## config.mk

```make
export PLATFORM = sky130hd
export DESIGN_NAME = mdfc_motion_regs
export DESIGN_NICKNAME = d
export VERILOG_FILES = /design/src/hdl/mdfc_pkg.sv /design/src/hdl/mdfc_axis_cmp.sv /design/src/hdl/mdfc_motion_regs.sv
export VERILOG_INCLUDE_DIRS = /design/src /design/src/hdl
export SDC_FILE = /design/constraint.sdc
export NUM_CORES = 1
export LEC_CHECK = 0
export BUFFER_PORTS_ARGS = -buffer_cell sky130_fd_sc_hd__buf_4
export CAP_MARGIN = 5
export CORE_ASPECT_RATIO = 0.9
export CORE_MARGIN = 8
export CORE_UTILIZATION = 25
export DETAILED_ROUTE_END_ITERATION = 6
export PLACE_DENSITY = 0.48
export SLEW_MARGIN = 30
export SYNTH_ARGS = -nofsm -noshare
export SYNTH_HDL_FRONTEND = slang
export SYNTH_SLANG_ARGS = --single-unit
```

## constraint.sdc

```tcl
create_clock -name clk -period 5 [get_ports clk]
set_input_delay 0.25 -clock clk [delete_from_list [all_inputs] [get_ports clk]]
set_output_delay 0.25 -clock clk [all_outputs]
set_load 0.02 [all_outputs]
```

## src/hdl/mdfc_consts.svh

```systemverilog
`ifndef MDFC_CONSTS_SVH
`define MDFC_CONSTS_SVH

// register addresses on the register port
`define MDFC_ADDR_MOTION_CTL  8'h27
`define MDFC_ADDR_BUFFER_CTL  8'h28
`define MDFC_CTL_RESET        8'h00
`define MDFC_RDATA_UNMAPPED   8'h00

// motion_detect_control fields
`define MDFC_MOTION_EN_BIT    0
`define MDFC_MOTION_REF_BIT   1
`define MDFC_STILL_EN_BIT     2
`define MDFC_STILL_REF_BIT    3
`define MDFC_SEQ_LO_BIT       4
`define MDFC_SEQ_HI_BIT       5

// sample_buffer_control fields
`define MDFC_FMODE_LO_BIT     0
`define MDFC_FMODE_HI_BIT     1
`define MDFC_FTEMP_BIT        2
`define MDFC_TOPBIT_BIT       3

// buffer mode codes and their one-hot decode
`define MDFC_FMODE_OFF        2'b00
`define MDFC_FMODE_OLDEST     2'b01
`define MDFC_FMODE_STREAM     2'b10
`define MDFC_FMODE_TRIGGER    2'b11
`define MDFC_FOH_OFF          4'h1
`define MDFC_FOH_OLDEST       4'h2
`define MDFC_FOH_STREAM       4'h4
`define MDFC_FOH_TRIGGER      4'h8

// still counter
`define MDFC_CNT_ZERO         16'h0000
`define MDFC_CNT_ONE          16'h0001
`define MDFC_CNT_INC          17'h00001

`endif

```

## src/hdl/mdfc_pkg.sv

```systemverilog
package mdfc_pkg;

    typedef enum logic [1:0] {
        MDFC_SEQ_MOTION = 2'b01,
        MDFC_SEQ_STILL  = 2'b10
    } mdfc_seq_e;

    typedef logic signed [11:0] mdfc_axis_t;
    typedef logic [10:0]        mdfc_thresh_t;

endpackage

```

## src/hdl/mdfc_axis_cmp.sv

```systemverilog
`timescale 1ns/100ps
`include "mdfc_consts.svh"

module mdfc_axis_cmp
    import mdfc_pkg::*;
(
    input  wire logic         clk,
    input  wire logic         nrst,
    input  wire logic         in_valid,
    input  wire mdfc_axis_t   sx,
    input  wire mdfc_axis_t   sy,
    input  wire mdfc_axis_t   sz,
    input  wire mdfc_axis_t   rx,
    input  wire mdfc_axis_t   ry,
    input  wire mdfc_axis_t   rz,
    input  wire logic         motion_use_ref,
    input  wire logic         still_use_ref,
    input  wire mdfc_thresh_t motion_th,
    input  wire mdfc_thresh_t still_th,
    output logic              out_valid,
    output logic              any_over,
    output logic              all_under
);

    mdfc_axis_t  s_arr [3];
    mdfc_axis_t  r_arr [3];
    logic [2:0]  over_vec;
    logic [2:0]  under_vec;
    logic        out_valid_reg;
    logic        any_over_reg;
    logic        all_under_reg;

    assign s_arr[0] = sx;
    assign s_arr[1] = sy;
    assign s_arr[2] = sz;
    assign r_arr[0] = rx;
    assign r_arr[1] = ry;
    assign r_arr[2] = rz;

    // 13-bit difference so a full-scale swing never wraps
    genvar g;
    generate
        for (g = 0; g < 3; g = g + 1) begin : g_axis
            logic signed [12:0] s_ext;
            logic signed [12:0] m_diff;
            logic signed [12:0] s_diff;
            logic        [12:0] m_mag;
            logic        [12:0] s_mag;
            assign s_ext  = {s_arr[g][11], s_arr[g]};
            assign m_diff = motion_use_ref ?
                            13'(s_ext - {r_arr[g][11], r_arr[g]}) : s_ext;
            assign s_diff = still_use_ref ?
                            13'(s_ext - {r_arr[g][11], r_arr[g]}) : s_ext;
            assign m_mag  = m_diff[12] ? 13'(-m_diff) : m_diff;
            assign s_mag  = s_diff[12] ? 13'(-s_diff) : s_diff;
            assign over_vec[g]  = m_mag > {2'b00, motion_th};
            assign under_vec[g] = s_mag < {2'b00, still_th};
        end
    endgenerate

    always_ff @(posedge clk or negedge nrst) begin
        if (!nrst) begin
            out_valid_reg <= 1'b0;
            any_over_reg  <= 1'b0;
            all_under_reg <= 1'b0;
        end else begin
            out_valid_reg <= in_valid;
            any_over_reg  <= |over_vec;
            all_under_reg <= &under_vec;
        end
    end

    assign out_valid = out_valid_reg;
    assign any_over  = any_over_reg;
    assign all_under = all_under_reg;

endmodule // mdfc_axis_cmp

```

## src/hdl/mdfc_motion_regs.sv

```systemverilog
`timescale 1ns/100ps
`include "mdfc_consts.svh"

module mdfc_motion_regs
    import mdfc_pkg::*;
(
    input  wire logic         clk,
    input  wire logic         nrst,
    input  wire logic [7:0]   reg_addr,
    input  wire logic         reg_wr,
    input  wire logic [7:0]   reg_wdata,
    input  wire logic         reg_rd,
    output logic [7:0]        reg_rdata,
    output logic              reg_rvalid,
    input  wire logic         status_rd,
    input  wire logic         sample_valid,
    input  wire mdfc_axis_t   sample_x,
    input  wire mdfc_axis_t   sample_y,
    input  wire mdfc_axis_t   sample_z,
    input  wire mdfc_thresh_t motion_threshold,
    input  wire mdfc_thresh_t still_threshold,
    input  wire logic [15:0]  still_sample_count,
    output logic              motion_flag,
    output logic              still_flag,
    output logic              motion_armed,
    output logic              still_armed,
    output logic              sleep_req,
    output logic [3:0]        fifo_mode_onehot,
    output logic              fifo_temp_store,
    output logic              sample_count_top_bit
);

    logic [7:0]  motion_detect_control_reg;
    logic [7:0]  sample_buffer_control_reg;
    logic [7:0]  reg_rdata_reg;
    logic        reg_rvalid_reg;
    mdfc_seq_e   seq_reg;
    mdfc_seq_e   seq_next;
    logic        motion_armed_reg;
    logic        still_armed_reg;
    logic        motion_flag_reg;
    logic        still_flag_reg;
    logic        sleep_req_reg;
    logic [3:0]  fifo_mode_onehot_reg;
    logic [15:0] still_cnt_reg;
    logic        ref_load_reg;
    mdfc_axis_t  ref_x_reg;
    mdfc_axis_t  ref_y_reg;
    mdfc_axis_t  ref_z_reg;

    logic        motion_en;
    logic        still_en;
    logic [1:0]  seq_code;
    logic        linked_active;
    logic        loop_active;
    logic        motion_arm_now;
    logic        still_arm_now;
    logic        cmp_valid;
    logic        cmp_over;
    logic        cmp_under;
    logic        motion_hit;
    logic        still_hit;
    logic [15:0] still_target;
    logic [16:0] still_cnt_inc;
    logic        wr_motion;

    assign motion_en = motion_detect_control_reg[`MDFC_MOTION_EN_BIT];
    assign still_en  = motion_detect_control_reg[`MDFC_STILL_EN_BIT];
    assign seq_code = motion_detect_control_reg[`MDFC_SEQ_HI_BIT:
                                                `MDFC_SEQ_LO_BIT];
    assign linked_active = seq_code[0] && motion_en && still_en;
    assign loop_active   = linked_active && seq_code[1];
    assign wr_motion = reg_wr && (reg_addr == `MDFC_ADDR_MOTION_CTL);

    // register writes; unused upper bits kept as plain storage
    always_ff @(posedge clk or negedge nrst) begin
        if (!nrst) begin
            motion_detect_control_reg <= `MDFC_CTL_RESET;
            sample_buffer_control_reg <= `MDFC_CTL_RESET;
        end else if (reg_wr) begin
            if (reg_addr == `MDFC_ADDR_MOTION_CTL) begin
                motion_detect_control_reg <= reg_wdata;
            end
            if (reg_addr == `MDFC_ADDR_BUFFER_CTL) begin
                sample_buffer_control_reg <= reg_wdata;
            end
        end
    end

    // read data registered, valid one cycle after the strobe
    always_ff @(posedge clk or negedge nrst) begin
        if (!nrst) begin
            reg_rdata_reg  <= `MDFC_RDATA_UNMAPPED;
            reg_rvalid_reg <= 1'b0;
        end else begin
            reg_rvalid_reg <= reg_rd;
            if (reg_rd) begin
                if (reg_addr == `MDFC_ADDR_MOTION_CTL) begin
                    reg_rdata_reg <= motion_detect_control_reg;
                end else if (reg_addr == `MDFC_ADDR_BUFFER_CTL) begin
                    reg_rdata_reg <= sample_buffer_control_reg;
                end else begin
                    reg_rdata_reg <= `MDFC_RDATA_UNMAPPED;
                end
            end
        end
    end

    // arming: default runs each enabled detector on its own
    always_comb begin
        motion_arm_now = motion_en && (!linked_active ||
                         seq_reg == MDFC_SEQ_MOTION);
        still_arm_now  = still_en && (!linked_active ||
                         seq_reg == MDFC_SEQ_STILL);
    end

    mdfc_axis_cmp u_cmp (
        .clk            (clk),
        .nrst           (nrst),
        .in_valid       (sample_valid),
        .sx             (sample_x),
        .sy             (sample_y),
        .sz             (sample_z),
        .rx             (ref_x_reg),
        .ry             (ref_y_reg),
        .rz             (ref_z_reg),
        .motion_use_ref (motion_detect_control_reg[`MDFC_MOTION_REF_BIT]),
        .still_use_ref  (motion_detect_control_reg[`MDFC_STILL_REF_BIT]),
        .motion_th      (motion_threshold),
        .still_th       (still_threshold),
        .out_valid      (cmp_valid),
        .any_over       (cmp_over),
        .all_under      (cmp_under)
    );

    // a count of zero behaves as one
    assign still_target  = (still_sample_count == `MDFC_CNT_ZERO) ?
                           `MDFC_CNT_ONE : still_sample_count;
    assign still_cnt_inc = {1'b0, still_cnt_reg} + `MDFC_CNT_INC;
    assign motion_hit = cmp_valid && cmp_over && motion_arm_now;
    assign still_hit  = cmp_valid && cmp_under && still_arm_now &&
                        (still_cnt_inc >= {1'b0, still_target});

    always_ff @(posedge clk or negedge nrst) begin
        if (!nrst) begin
            still_cnt_reg <= `MDFC_CNT_ZERO;
        end else if (!still_arm_now || still_hit) begin
            still_cnt_reg <= `MDFC_CNT_ZERO;
        end else if (cmp_valid) begin
            still_cnt_reg <= cmp_under ?
                             still_cnt_inc[15:0] : `MDFC_CNT_ZERO;
        end
    end

    // sequencer; outside linked it parks on the motion side
    always_comb begin
        seq_next = seq_reg;
        if (!linked_active) begin
            seq_next = MDFC_SEQ_MOTION;
        end else begin
            unique case (seq_reg)
                MDFC_SEQ_MOTION: begin
                    if (motion_hit) begin
                        seq_next = MDFC_SEQ_STILL;
                    end
                end
                MDFC_SEQ_STILL: begin
                    if (still_hit) begin
                        seq_next = MDFC_SEQ_MOTION;
                    end
                end
                default: seq_next = MDFC_SEQ_MOTION;
            endcase
        end
    end

    always_ff @(posedge clk or negedge nrst) begin
        if (!nrst) begin
            seq_reg          <= MDFC_SEQ_MOTION;
            motion_armed_reg <= 1'b0;
            still_armed_reg  <= 1'b0;
        end else begin
            seq_reg          <= seq_next;
            motion_armed_reg <= motion_arm_now;
            still_armed_reg  <= still_arm_now;
        end
    end

    // reference retaken after any motion control write or hand-over
    always_ff @(posedge clk or negedge nrst) begin
        if (!nrst) begin
            ref_load_reg <= 1'b1;
            ref_x_reg    <= '0;
            ref_y_reg    <= '0;
            ref_z_reg    <= '0;
        end else begin
            if (wr_motion || seq_next != seq_reg) begin
                ref_load_reg <= 1'b1;
            end else if (sample_valid && ref_load_reg) begin
                ref_load_reg <= 1'b0;
            end
            if (sample_valid && ref_load_reg) begin
                ref_x_reg <= sample_x;
                ref_y_reg <= sample_y;
                ref_z_reg <= sample_z;
            end
        end
    end

    // flags: set wins over any clear in the same cycle
    always_ff @(posedge clk or negedge nrst) begin
        if (!nrst) begin
            motion_flag_reg <= 1'b0;
            still_flag_reg  <= 1'b0;
        end else begin
            if (motion_hit) begin
                motion_flag_reg <= 1'b1;
            end else if (loop_active || status_rd) begin
                motion_flag_reg <= 1'b0;
            end
            if (still_hit) begin
                still_flag_reg <= 1'b1;
            end else if (loop_active || status_rd) begin
                still_flag_reg <= 1'b0;
            end
        end
    end

    // sleep request only exists with linked or loop sequencing
    always_ff @(posedge clk or negedge nrst) begin
        if (!nrst) begin
            sleep_req_reg <= 1'b0;
        end else if (!linked_active || motion_hit) begin
            sleep_req_reg <= 1'b0;
        end else if (still_hit) begin
            sleep_req_reg <= 1'b1;
        end
    end

    always_ff @(posedge clk or negedge nrst) begin
        if (!nrst) begin
            fifo_mode_onehot_reg <= `MDFC_FOH_OFF;
        end else begin
            unique case (sample_buffer_control_reg[`MDFC_FMODE_HI_BIT:
                                                  `MDFC_FMODE_LO_BIT])
                `MDFC_FMODE_OFF:     fifo_mode_onehot_reg <= `MDFC_FOH_OFF;
                `MDFC_FMODE_OLDEST:  fifo_mode_onehot_reg <= `MDFC_FOH_OLDEST;
                `MDFC_FMODE_STREAM:  fifo_mode_onehot_reg <= `MDFC_FOH_STREAM;
                `MDFC_FMODE_TRIGGER: fifo_mode_onehot_reg <= `MDFC_FOH_TRIGGER;
            endcase
        end
    end

    assign reg_rdata            = reg_rdata_reg;
    assign reg_rvalid           = reg_rvalid_reg;
    assign motion_flag          = motion_flag_reg;
    assign still_flag           = still_flag_reg;
    assign motion_armed         = motion_armed_reg;
    assign still_armed          = still_armed_reg;
    assign sleep_req            = sleep_req_reg;
    assign fifo_mode_onehot     = fifo_mode_onehot_reg;
    assign fifo_temp_store      =
        sample_buffer_control_reg[`MDFC_FTEMP_BIT];
    assign sample_count_top_bit =
        sample_buffer_control_reg[`MDFC_TOPBIT_BIT];

    property p_default_both;
        @(posedge clk) disable iff (!nrst)
        (!linked_active && motion_en && still_en) |=>
            (motion_armed && still_armed);
    endproperty
    a_default_both: assert property (p_default_both)
        else $error("default mode must arm both detectors");

    property p_no_sleep_default;
        @(posedge clk) disable iff (!nrst)
        !linked_active |=> !sleep_req;
    endproperty
    a_no_sleep_default: assert property (p_no_sleep_default)
        else $error("sleep request raised in default mode");

    property p_linked_one_armed;
        @(posedge clk) disable iff (!nrst)
        linked_active |=> !(motion_armed && still_armed);
    endproperty
    a_linked_one_armed: assert property (p_linked_one_armed)
        else $error("both detectors armed while linked");

    property p_loop_self_clear;
        @(posedge clk) disable iff (!nrst)
        (motion_flag && loop_active && !motion_hit) |=> !motion_flag;
    endproperty
    a_loop_self_clear: assert property (p_loop_self_clear)
        else $error("loop mode flag not cleared internally");

    property p_flag_held;
        @(posedge clk) disable iff (!nrst)
        (still_flag && !loop_active && !status_rd) |=> still_flag;
    endproperty
    a_flag_held: assert property (p_flag_held)
        else $error("flag dropped without status read");

    property p_still_needs_en;
        @(posedge clk) disable iff (!nrst)
        (!still_en && !still_flag) |=> !still_flag;
    endproperty
    a_still_needs_en: assert property (p_still_needs_en)
        else $error("still flag set while disabled");

    property p_motion_needs_en;
        @(posedge clk) disable iff (!nrst)
        (!motion_en && !motion_flag) |=> !motion_flag;
    endproperty
    a_motion_needs_en: assert property (p_motion_needs_en)
        else $error("motion flag set while disabled");

    property p_stream_decode;
        @(posedge clk) disable iff (!nrst)
        (sample_buffer_control_reg[1:0] == `MDFC_FMODE_STREAM) |=>
            (fifo_mode_onehot == `MDFC_FOH_STREAM);
    endproperty
    a_stream_decode: assert property (p_stream_decode)
        else $error("stream mode decoded wrongly");

    property p_count_restart;
        @(posedge clk) disable iff (!nrst)
        (cmp_valid && !cmp_under) |=> (still_cnt_reg == `MDFC_CNT_ZERO);
    endproperty
    a_count_restart: assert property (p_count_restart)
        else $error("still count not restarted by over sample");

    property p_write_read;
        @(posedge clk) disable iff (!nrst)
        (reg_wr && !reg_rd && reg_addr == `MDFC_ADDR_BUFFER_CTL) ##1 !reg_wr
            ##1 (reg_rd && !reg_wr && reg_addr == `MDFC_ADDR_BUFFER_CTL) |=>
            (reg_rvalid && reg_rdata == $past(reg_wdata, 3));
    endproperty
    a_write_read: assert property (p_write_read)
        else $error("buffer control read back differs from write");

    c_linked_to_still: cover property (@(posedge clk) disable iff (!nrst)
        linked_active && seq_reg == MDFC_SEQ_MOTION ##1
        seq_reg == MDFC_SEQ_STILL);
    c_loop_pulse: cover property (@(posedge clk) disable iff (!nrst)
        loop_active && $rose(motion_flag) ##1 !motion_flag);
    c_sleep: cover property (@(posedge clk) disable iff (!nrst)
        $rose(sleep_req));
    c_status_clear: cover property (@(posedge clk) disable iff (!nrst)
        still_flag && status_rd ##1 !still_flag);

endmodule // mdfc_motion_regs

```

# == Word-level counts from Yosys, hierarchy flattened ==
# Cells that the tools add are included.
# Widths: inputs -> output; s select.
# totals
regBits,92
wordCells,105
output_inout_bits,20
# op_classes
n_mux,30
addsub,10
eq_ne,8
n_reduce_logical,31
magnitude_cmp,7
# ops
operator,count
$mux 13,12
$neg 13->13,6
$mux 16,4
$gt 13x11->1,3
$lt 13x11->1,3
$sub 12x12->13,3
$add 16x1->17 const B,1
$ge 17x16->1,1
$eq 8x6->1 const B,2
$logic_not 16->1,1
$mux 8,2
$pmux 4 s4,1
$logic_and 1x1->1,12
$reduce_bool 2->1,5
$mux 1,7
$eq 2x2->1 const B,3
$logic_or 1x1->1,6
$mux 2,3
$eq 2x1->1 const B,2
$pmux 2 s2,1
$reduce_and 2->1,2
$reduce_and 3->1,1
$reduce_or 3->1,1
$logic_not 1->1,2
other kinds (2),2

# == Depth between registers and ports, before layout ==
# Gate-level depths: netlist (run 1).
# depth
word_depth,13
mapped_depth,23
ltp_nobuf,22

# == Hierarchy ==
# Synthesis (run 1) repeated with hierarchy kept, for this count alone.
# unflattened
cells_unflattened,1299
hier_area_um2,10726.5
# by_module_without_submodules
mod,n_inst,seq_area_each_um2,area_each_um2,cells_each
mdfc_axis_cmp,1,75.1,6363.6,919
mdfc_motion_regs,1,2230.9,4362.9,380

# == Least setup slack after synthesis (run 1) ==
# Ideal clock, no wire load.
# synth_timing
path_type,register to register
from,register motion_detect_control_reg[1]
to,register u_cmp.any_over_reg (netlist: u_cmp.any_over)
setup_time_ns,0.140
slack_ns,0.600
stages_incl_launch_ff,22
arrival_ns,4.260
path_buffers,6
cell_sequence,dfrtp_1 -> buf_2 -> clkbuf_1 -> buf_2 -> buf_2 -> buf_1 -> clkbuf_1 -> nand2_1 -> o21ai_0 -> ha_1 -> nand4_1 -> or3b_1 -> o31ai_1 -> xor2_1 -> ha_1 -> and4_1 -> a21oi_1 -> nand2_1 -> a31oi_1 -> o21ai_0 -> nor4_1 -> o211ai_1
# synth_between
elab_chain_len,5
elab_cells_between_ends,13
classes_between,3 x add/sub; 3 x order compare; 6 x mux; 1 x reduce/logical
# synth_lines
element,line_no,rtl
from (decl),mdfc_motion_regs.sv:33,logic [7:0] motion_detect_control_reg;
from (signal assigned),mdfc_motion_regs.sv:78,motion_detect_control_reg <= `MDFC_CTL_RESET;
from (signal assigned),mdfc_motion_regs.sv:82,motion_detect_control_reg <= reg_wdata;
$mux 13,mdfc_axis_cmp.sv:50,assign m_diff = motion_use_ref ?
$neg 13->13,mdfc_axis_cmp.sv:54,assign m_mag = m_diff[12] ? 13'(-m_diff) : m_diff;
$mux 13,mdfc_axis_cmp.sv:54,
$gt 13x11->1,mdfc_axis_cmp.sv:56,"assign over_vec[g] = m_mag > {2'b00, motion_th};"
$reduce_or 3->1 *,mdfc_axis_cmp.sv:68,any_over_reg <= |over_vec;
to (signal assigned),mdfc_axis_cmp.sv:68,
to (decl),mdfc_axis_cmp.sv:30,logic any_over_reg;
# Every way passes the cells marked *; elsewhere a longest branch is shown, timed or not.
# A chain may end at the register's enable or synchronous reset.

# == Worst setup path after layout (run 1) ==
# layout_timing
from,register ref_x_reg[0]
to,register u_cmp.any_over_reg (netlist: u_cmp.any_over)
# layout_between
elab_chain_len,6
# layout_lines
element,line_no,rtl
from (decl),mdfc_motion_regs.sv:47,mdfc_axis_t ref_x_reg;
from (signal assigned),mdfc_motion_regs.sv:203,ref_x_reg <= sample_x;
$sub 12x12->13 *,mdfc_axis_cmp.sv:51,"13'(s_ext - {r_arr[g][11], r_arr[g]}) : s_ext;"
$mux 13 *,mdfc_axis_cmp.sv:50,
$neg 13->13,mdfc_axis_cmp.sv:54,
$mux 13 *,mdfc_axis_cmp.sv:54,
$gt 13x11->1 *,mdfc_axis_cmp.sv:56,
$reduce_or 3->1 *,mdfc_axis_cmp.sv:68,
# Marked as above.

==> qor.yml, run 1 <==
die-area_um2: 47470
start_kind: "flip-flop"
nNetsFinal: 1554
regArea_um2: 2308
ant_nets: 0
initial_core_util: 0.2523
antenna_cells: 0
path_class: "flip-flop to flip-flop"
io_pins: 116
wire_per_inst_um: 16.73
crit_chain: "ha_1, fa_1, and2b_1, o221ai_2, a31oi_1, o311a_1, a2bb2oi_2, a21oi_1, nand2_1, o21ai_0, ha_1, nor2b_1, o21ai_0, nand2b_1, a2111oi_0, o31ai_1, a32oi_1, o21ai_0, nor4_1, o211ai_1"
grt_usage: 0.1311
cpMostUsedCell: "o21ai_0"
setup_tns_ns: 0
cp_slowest_stage_delay_ns: 0.43
worst_slack_ns: 0.3815
netlist_instances: 1225
via_per_inst: 4.943
largest_reg_flops: 16
rr_worst_depth: 20
core_area_um2: 40380
h-tree-depth: 3
final.min_clock_period_ns: 4.618
critical_path.max_fanout: 6
chipHeight_um: 207.5
finClkSkew_ns: 0.02005
grt_antenna_before_repair: 0
ys_seq_area_frac: 0.2264
power_mw: 2.820
grt_max_degree: 64
power_density_nw_per_um2: 233.9
cp_data_required_time_ns: 5.26
fp-row-count: 70
timing.rr.start: "ref_x_reg[0]$_DFFE_PN0P_"
netlist-cell-type-count: 83
root_buffer: "clkbuf_16"
hold_class: "primary input to flip-flop"
dpl_cell_area_um2: 11700
synth_nets: 1448
grt_pass1_vias: 9222
finalCritPeriodShare: 0.9237
vias: 9274
max_slew_margin: 0.4357
crit_path_end_kind: "flip-flop"
drv_slew: 0
drc: 0
ys_seq_elements: 92
vdd_drop_max_v: 0.0002168
ys.flop_type: "dfrtp_1"
chipWidth_um: 228.8
dp.final_hpwl_um: 25330
critPathArrivalTime_ns: 4.88
ff2ff_setup_slack_ns: 0.38
r2r-end: "u_cmp.any_over$_DFF_PN0_"
syn_avg_cell_area_um2: 8.315
clock_sinks: 92
fillerInstances: 4300
area_delta_synth_final_pct: 18.39
startpoint: "ref_x_reg[0]$_DFFE_PN0P_"
timing.hold.ws_ns: 0.02387
async_flop_share: 1.000
routed_wl_um: 31390
max_freq_mhz: 216.5
synth_edf_count: 0
max_cap_violations: 0
drive_above_1_share: 0.1714
clock_latency_ns: 0.39
hold_viol: 0
drt_iter0_drc: 515
cp.depth: 20
crit_end: "u_cmp.any_over$_DFF_PN0_"
cts.clk_slew.worst_paths_ns: 0.10
ys.warnings.count: 0
multiInputGateArea_um2: 7386
dr.pass1.iters: 5
crit_family: "compound AO/OA/AOI/OAI gates"
fin_area_um2: 12060
worst_pin_slew_ns: 0.8456
grt_first_pass_wirelength_um: 50740
numCtsBuffers: 9
portBuffers: 115
cts_tree: "built"
status: "complete, no violations"
p_leak_nw: 5.567
critical_path.slowest_cell: "a2111oi_0"
overflow: 0
synth_area_um2: 10190
cts_setup_buffers: 0
crit_buf_inv: 0
pre_cts_ws_ns: 0.2485
gp_congestion: 0.8440
ctsLongestPathBuffers: 2
setup_violations: 0
final cells by class:
type                       instances  share of cell area
clock buffer                       9             0.01868
clock inverter                     7            0.007885
inverter                          97             0.03019
multi-input combinational        998              0.6125
sequential                        92              0.1914
tap                              540             0.05603
timing repair buffer             133             0.08332
synth_stat cells (all sizes together), types with 13 or more instances:
master  instances  area (um2)
nand2         101       379.1
a31oi          24       156.4
clkbuf         17       63.81
a21o           26       195.2
buf            21       98.85
a21oi          93       469.2
nand4          23       143.9
ha            124        1551
or3            14       87.58
xnor2          55       481.7
nor3           30       155.1
xor2           31       271.5
a211oi         15       132.6
o21ai          58       290.3
a22o           13       113.9
dfrtp          89        2227
mux2i          19       202.7
nor2b          24       150.1
nor2           84       315.3
mux2           48       540.5
nand3          32       160.2
inv            96       360.4
cell families after synthesis:
kind of cell	synth area share
XOR/XNOR	0.07395
AO/OA/AOI/OAI	0.2354
adder cells (fa/ha/maj)	0.1582
flip-flops	0.2264
AND/OR/NAND/NOR	0.1814
multiplexers	0.07296
buffers and inverters	0.05171
stage by stage:
step / util / cells
6_report: 0.2987 / 1876
5_1_grt: 0.2987 / 1876
4_1_cts: 0.2978 / 1875
3_5_place_dp: 0.2898 / 1859
3_3_place_gp: 0.2897 / 1859
2_1_floorplan: - / 1225
power by group:
group	switching, mW	total [mW]	leakage (nW)	internal [mW]
clock	0.391	0.796	0.157	0.404
sequential	0.0364	0.838	1.18	0.801
combinational	0.701	1.19	4.23	0.486
how the worst min path moves through the flow:
stage                       startpoint                             to  cells after the start
after global placement    sample_valid      u_cmp.out_valid$_DFF_PN0_                      1
after CTS                 sample_valid      u_cmp.out_valid$_DFF_PN0_                      1
after global routing      sample_valid      u_cmp.out_valid$_DFF_PN0_                      1
after floorplan                   nrst  fifo_mode_onehot[1]$_DFF_PN0_                      0
after detailed placement  sample_valid      u_cmp.out_valid$_DFF_PN0_                      1
final                     sample_valid      u_cmp.out_valid$_DFF_PN0_                      1
placed cells by master, fill, tap and decap left out, drive strengths merged, types with 11 or more instances in the layout:
master	instances
a211oi	15
a21o	26
a21oi	93
a22o	13
a22oi	11
a31oi	24
buf	132
dfrtp	89
ha	124
inv	99
mux2	48
mux2i	19
nand2	101
nand2b	12
nand3	32
nand4	23
nor2	84
nor2b	24
nor3	30
nor4	11
o211ai	12
o21ai	58
or3	14
xnor2	55
xor2	31
layer usage:
metal	global-route usage	routed length, um	share of wire
met5	0	0	0
met4	0.03406	523	0.017
met3	0.02117	894	0.028
met2	0.2081	14150	0.45
met1	0.1826	15820	0.50
repair_timing:
action,in CTS,in global routing
hold buffers,0,1
endpoints found under the hold margin,0,59
endpoints found under the setup margin,0,1
resized for setup,0,3
Power figures use the tool's default switching activity.
==> inputs of run 2 (changes only) <==
Settings changed: CTS_BUF_LIST set to sky130_fd_sc_hd__clkbuf_4 sky130_fd_sc_hd__clkbuf_8.
==> run 2 against run 1 <==
  * Clock power fell by 22%
  * Maximum frequency rose by 0.30%
  * Die area did not move
  * Critical path depth did not move
  * Worst hold slack improved by 0.027 ns
  * First-iteration DRC count fell by 3.3%
  * Design area fell by 0.76%
  * Routed wire length rose by 0.22%
  * Sequential share of layout area rose by 0.15 points
  * Highest routed layer unchanged
==> qor.yml, run 2 (synthesized netlist as in run 1, its figures left out) <==
power_density_nw_per_um2: 220.9
final_util: 0.2964
hold_class: "primary input to flip-flop"
hold_viol: 0
final.min_clock_period_ns: 4.605
setup_tns_ns: 0
chipHeight_um: 207.5
routed_wl_um: 31460
drt_iter0_drc: 498
gp_congestion: 0.8440
critical_path.slowest_cell: "a2111oi_0"
max_freq_mhz: 217.2
status: "complete, no violations"
antenna_cells: 0
cp_data_required_time_ns: 5.34
dp.final_hpwl_um: 25330
drv_slew: 0
nNetsFinal: 1555
grt_antenna_before_repair: 0
setup_violations: 0
dpl_cell_area_um2: 11700
crit_path_end_kind: "flip-flop"
finClkSkew_ns: 0.03570
portBuffers: 115
ctsLongestPathBuffers: 2
path_class: "flip-flop to flip-flop"
wire_per_inst_um: 16.76
grt_first_pass_wirelength_um: 50710
area_delta_synth_final_pct: 17.49
grt_max_degree: 64
cpMostUsedCell: "o21ai_0"
via_per_inst: 4.944
initial_core_util: 0.2523
clock_sinks: 92
start_kind: "flip-flop"
crit_buf_inv: 0
grt_pass1_vias: 9209
worst_pin_slew_ns: 0.8348
clock_latency_ns: 0.45
crit_family: "compound AO/OA/AOI/OAI gates"
dr.pass1.iters: 5
timing.hold.ws_ns: 0.05119
p_leak_nw: 5.525
h-tree-depth: 3
fin_area_um2: 11970
cp_slowest_stage_delay_ns: 0.43
fp-row-count: 70
die-area_um2: 47470
vdd_drop_max_v: 0.0001780
critical_path.max_fanout: 6
numCtsBuffers: 9
drc: 0
overflow: 0
cts_tree: "built"
critPathArrivalTime_ns: 4.94
layout_commonest_cell: "buf_4"
largest_reg_flops: 16
crit_chain: "ha_1, fa_1, and2b_1, o221ai_2, a31oi_1, o311a_1, a2bb2oi_2, a21oi_1, nand2_1, o21ai_0, ha_1, nor2b_1, o21ai_0, nand2b_1, a2111oi_0, o31ai_1, a32oi_1, o21ai_0, nor4_1, o211ai_1"
io_pins: 116
root_buffer: "clkbuf_8"
core_area_um2: 40380
max_cap_violations: 0
cts.clk_slew.worst_paths_ns: 0.15
power_mw: 2.644
chipWidth_um: 228.8
ant_nets: 0
vias: 9280
layout_common_cells: "131 x buf_4, 124 x ha_1, 100 x nand2_1"
max_slew_margin: 0.4397
drive_above_1_share: 0.1713
finalCritPeriodShare: 0.9210
grt_usage: 0.1316
run 2: cell count changes in the layout (fill, tap and decap cells not counted):
cell,previous run,this run
clkbuf_16,9,0
clkbuf_8,0,9
dlygate4sd3_1,1,2
run 2: path summary, 6_finish.rpt:
check	startpoint	end	slack (ns)	depth (start not counted)
worst max-delay path	ref_x_reg[0]$_DFFE_PN0P_	u_cmp.any_over$_DFF_PN0_	0.40	20
worst min-delay path	reg_wdata[1]	motion_detect_control_reg[1]$_DFFE_PN0P_	0.05	2
worst max register to register	ref_x_reg[0]$_DFFE_PN0P_	u_cmp.any_over$_DFF_PN0_	0.40	20
worst min register to register	ref_z_reg[9]$_DFFE_PN0P_	ref_z_reg[9]$_DFFE_PN0P_	0.50	2
max in group asynchronous	nrst	motion_detect_control_reg[3]$_DFFE_PN0P_	3.67	3
min in group asynchronous	nrst	ref_x_reg[11]$_DFFE_PN0P_	0.37	2
run 2: per-stage QoR:
step / cells / setup WS [ns]
2_1_floorplan: 1225 / 0.6004
3_3_place_gp: 1859 / 0.3062
3_5_place_dp: 1859 / 0.2485
4_1_cts: 1877 / 0.2863
5_1_grt: 1877 / -0.01377
6_report: 1877 / 0.3952
run 2: area by class of cell:
class                           instances  area, um2
Clock buffer                            9      123.9
Clock inverter                          7      95.09
Fill cell                            4306      28410
Inverter                               97      364.1
Multi-Input combinational cell        998       7386
Sequential cell                        92       2308
Tap cell                              540      675.6
Timing Repair Buffer                  134       1015
run 2: what timing repair did:
item,4_1_cts,5_1_grt
hold endpoints to repair,60,0
setup buffers,0,0
setup endpoints to repair,0,1
hold buffers,2,0
gates resized for setup,0,3
run 2: routing by layer:
metal | wire length (um) | track usage
met1 | 15870 | 0.1828
met2 | 14150 | 0.2082
met3 | 903 | 0.01926
met4 | 534 | 0.04043
met5 | 0 | 0
run 2: power by group:
| group | switching, mW | total, mW | internal [mW] |
|---|---|---|---|
| registers | 0.0363 | 0.838 | 0.801 |
| clock network | 0.372 | 0.618 | 0.246 |
| logic | 0.702 | 1.19 | 0.486 |
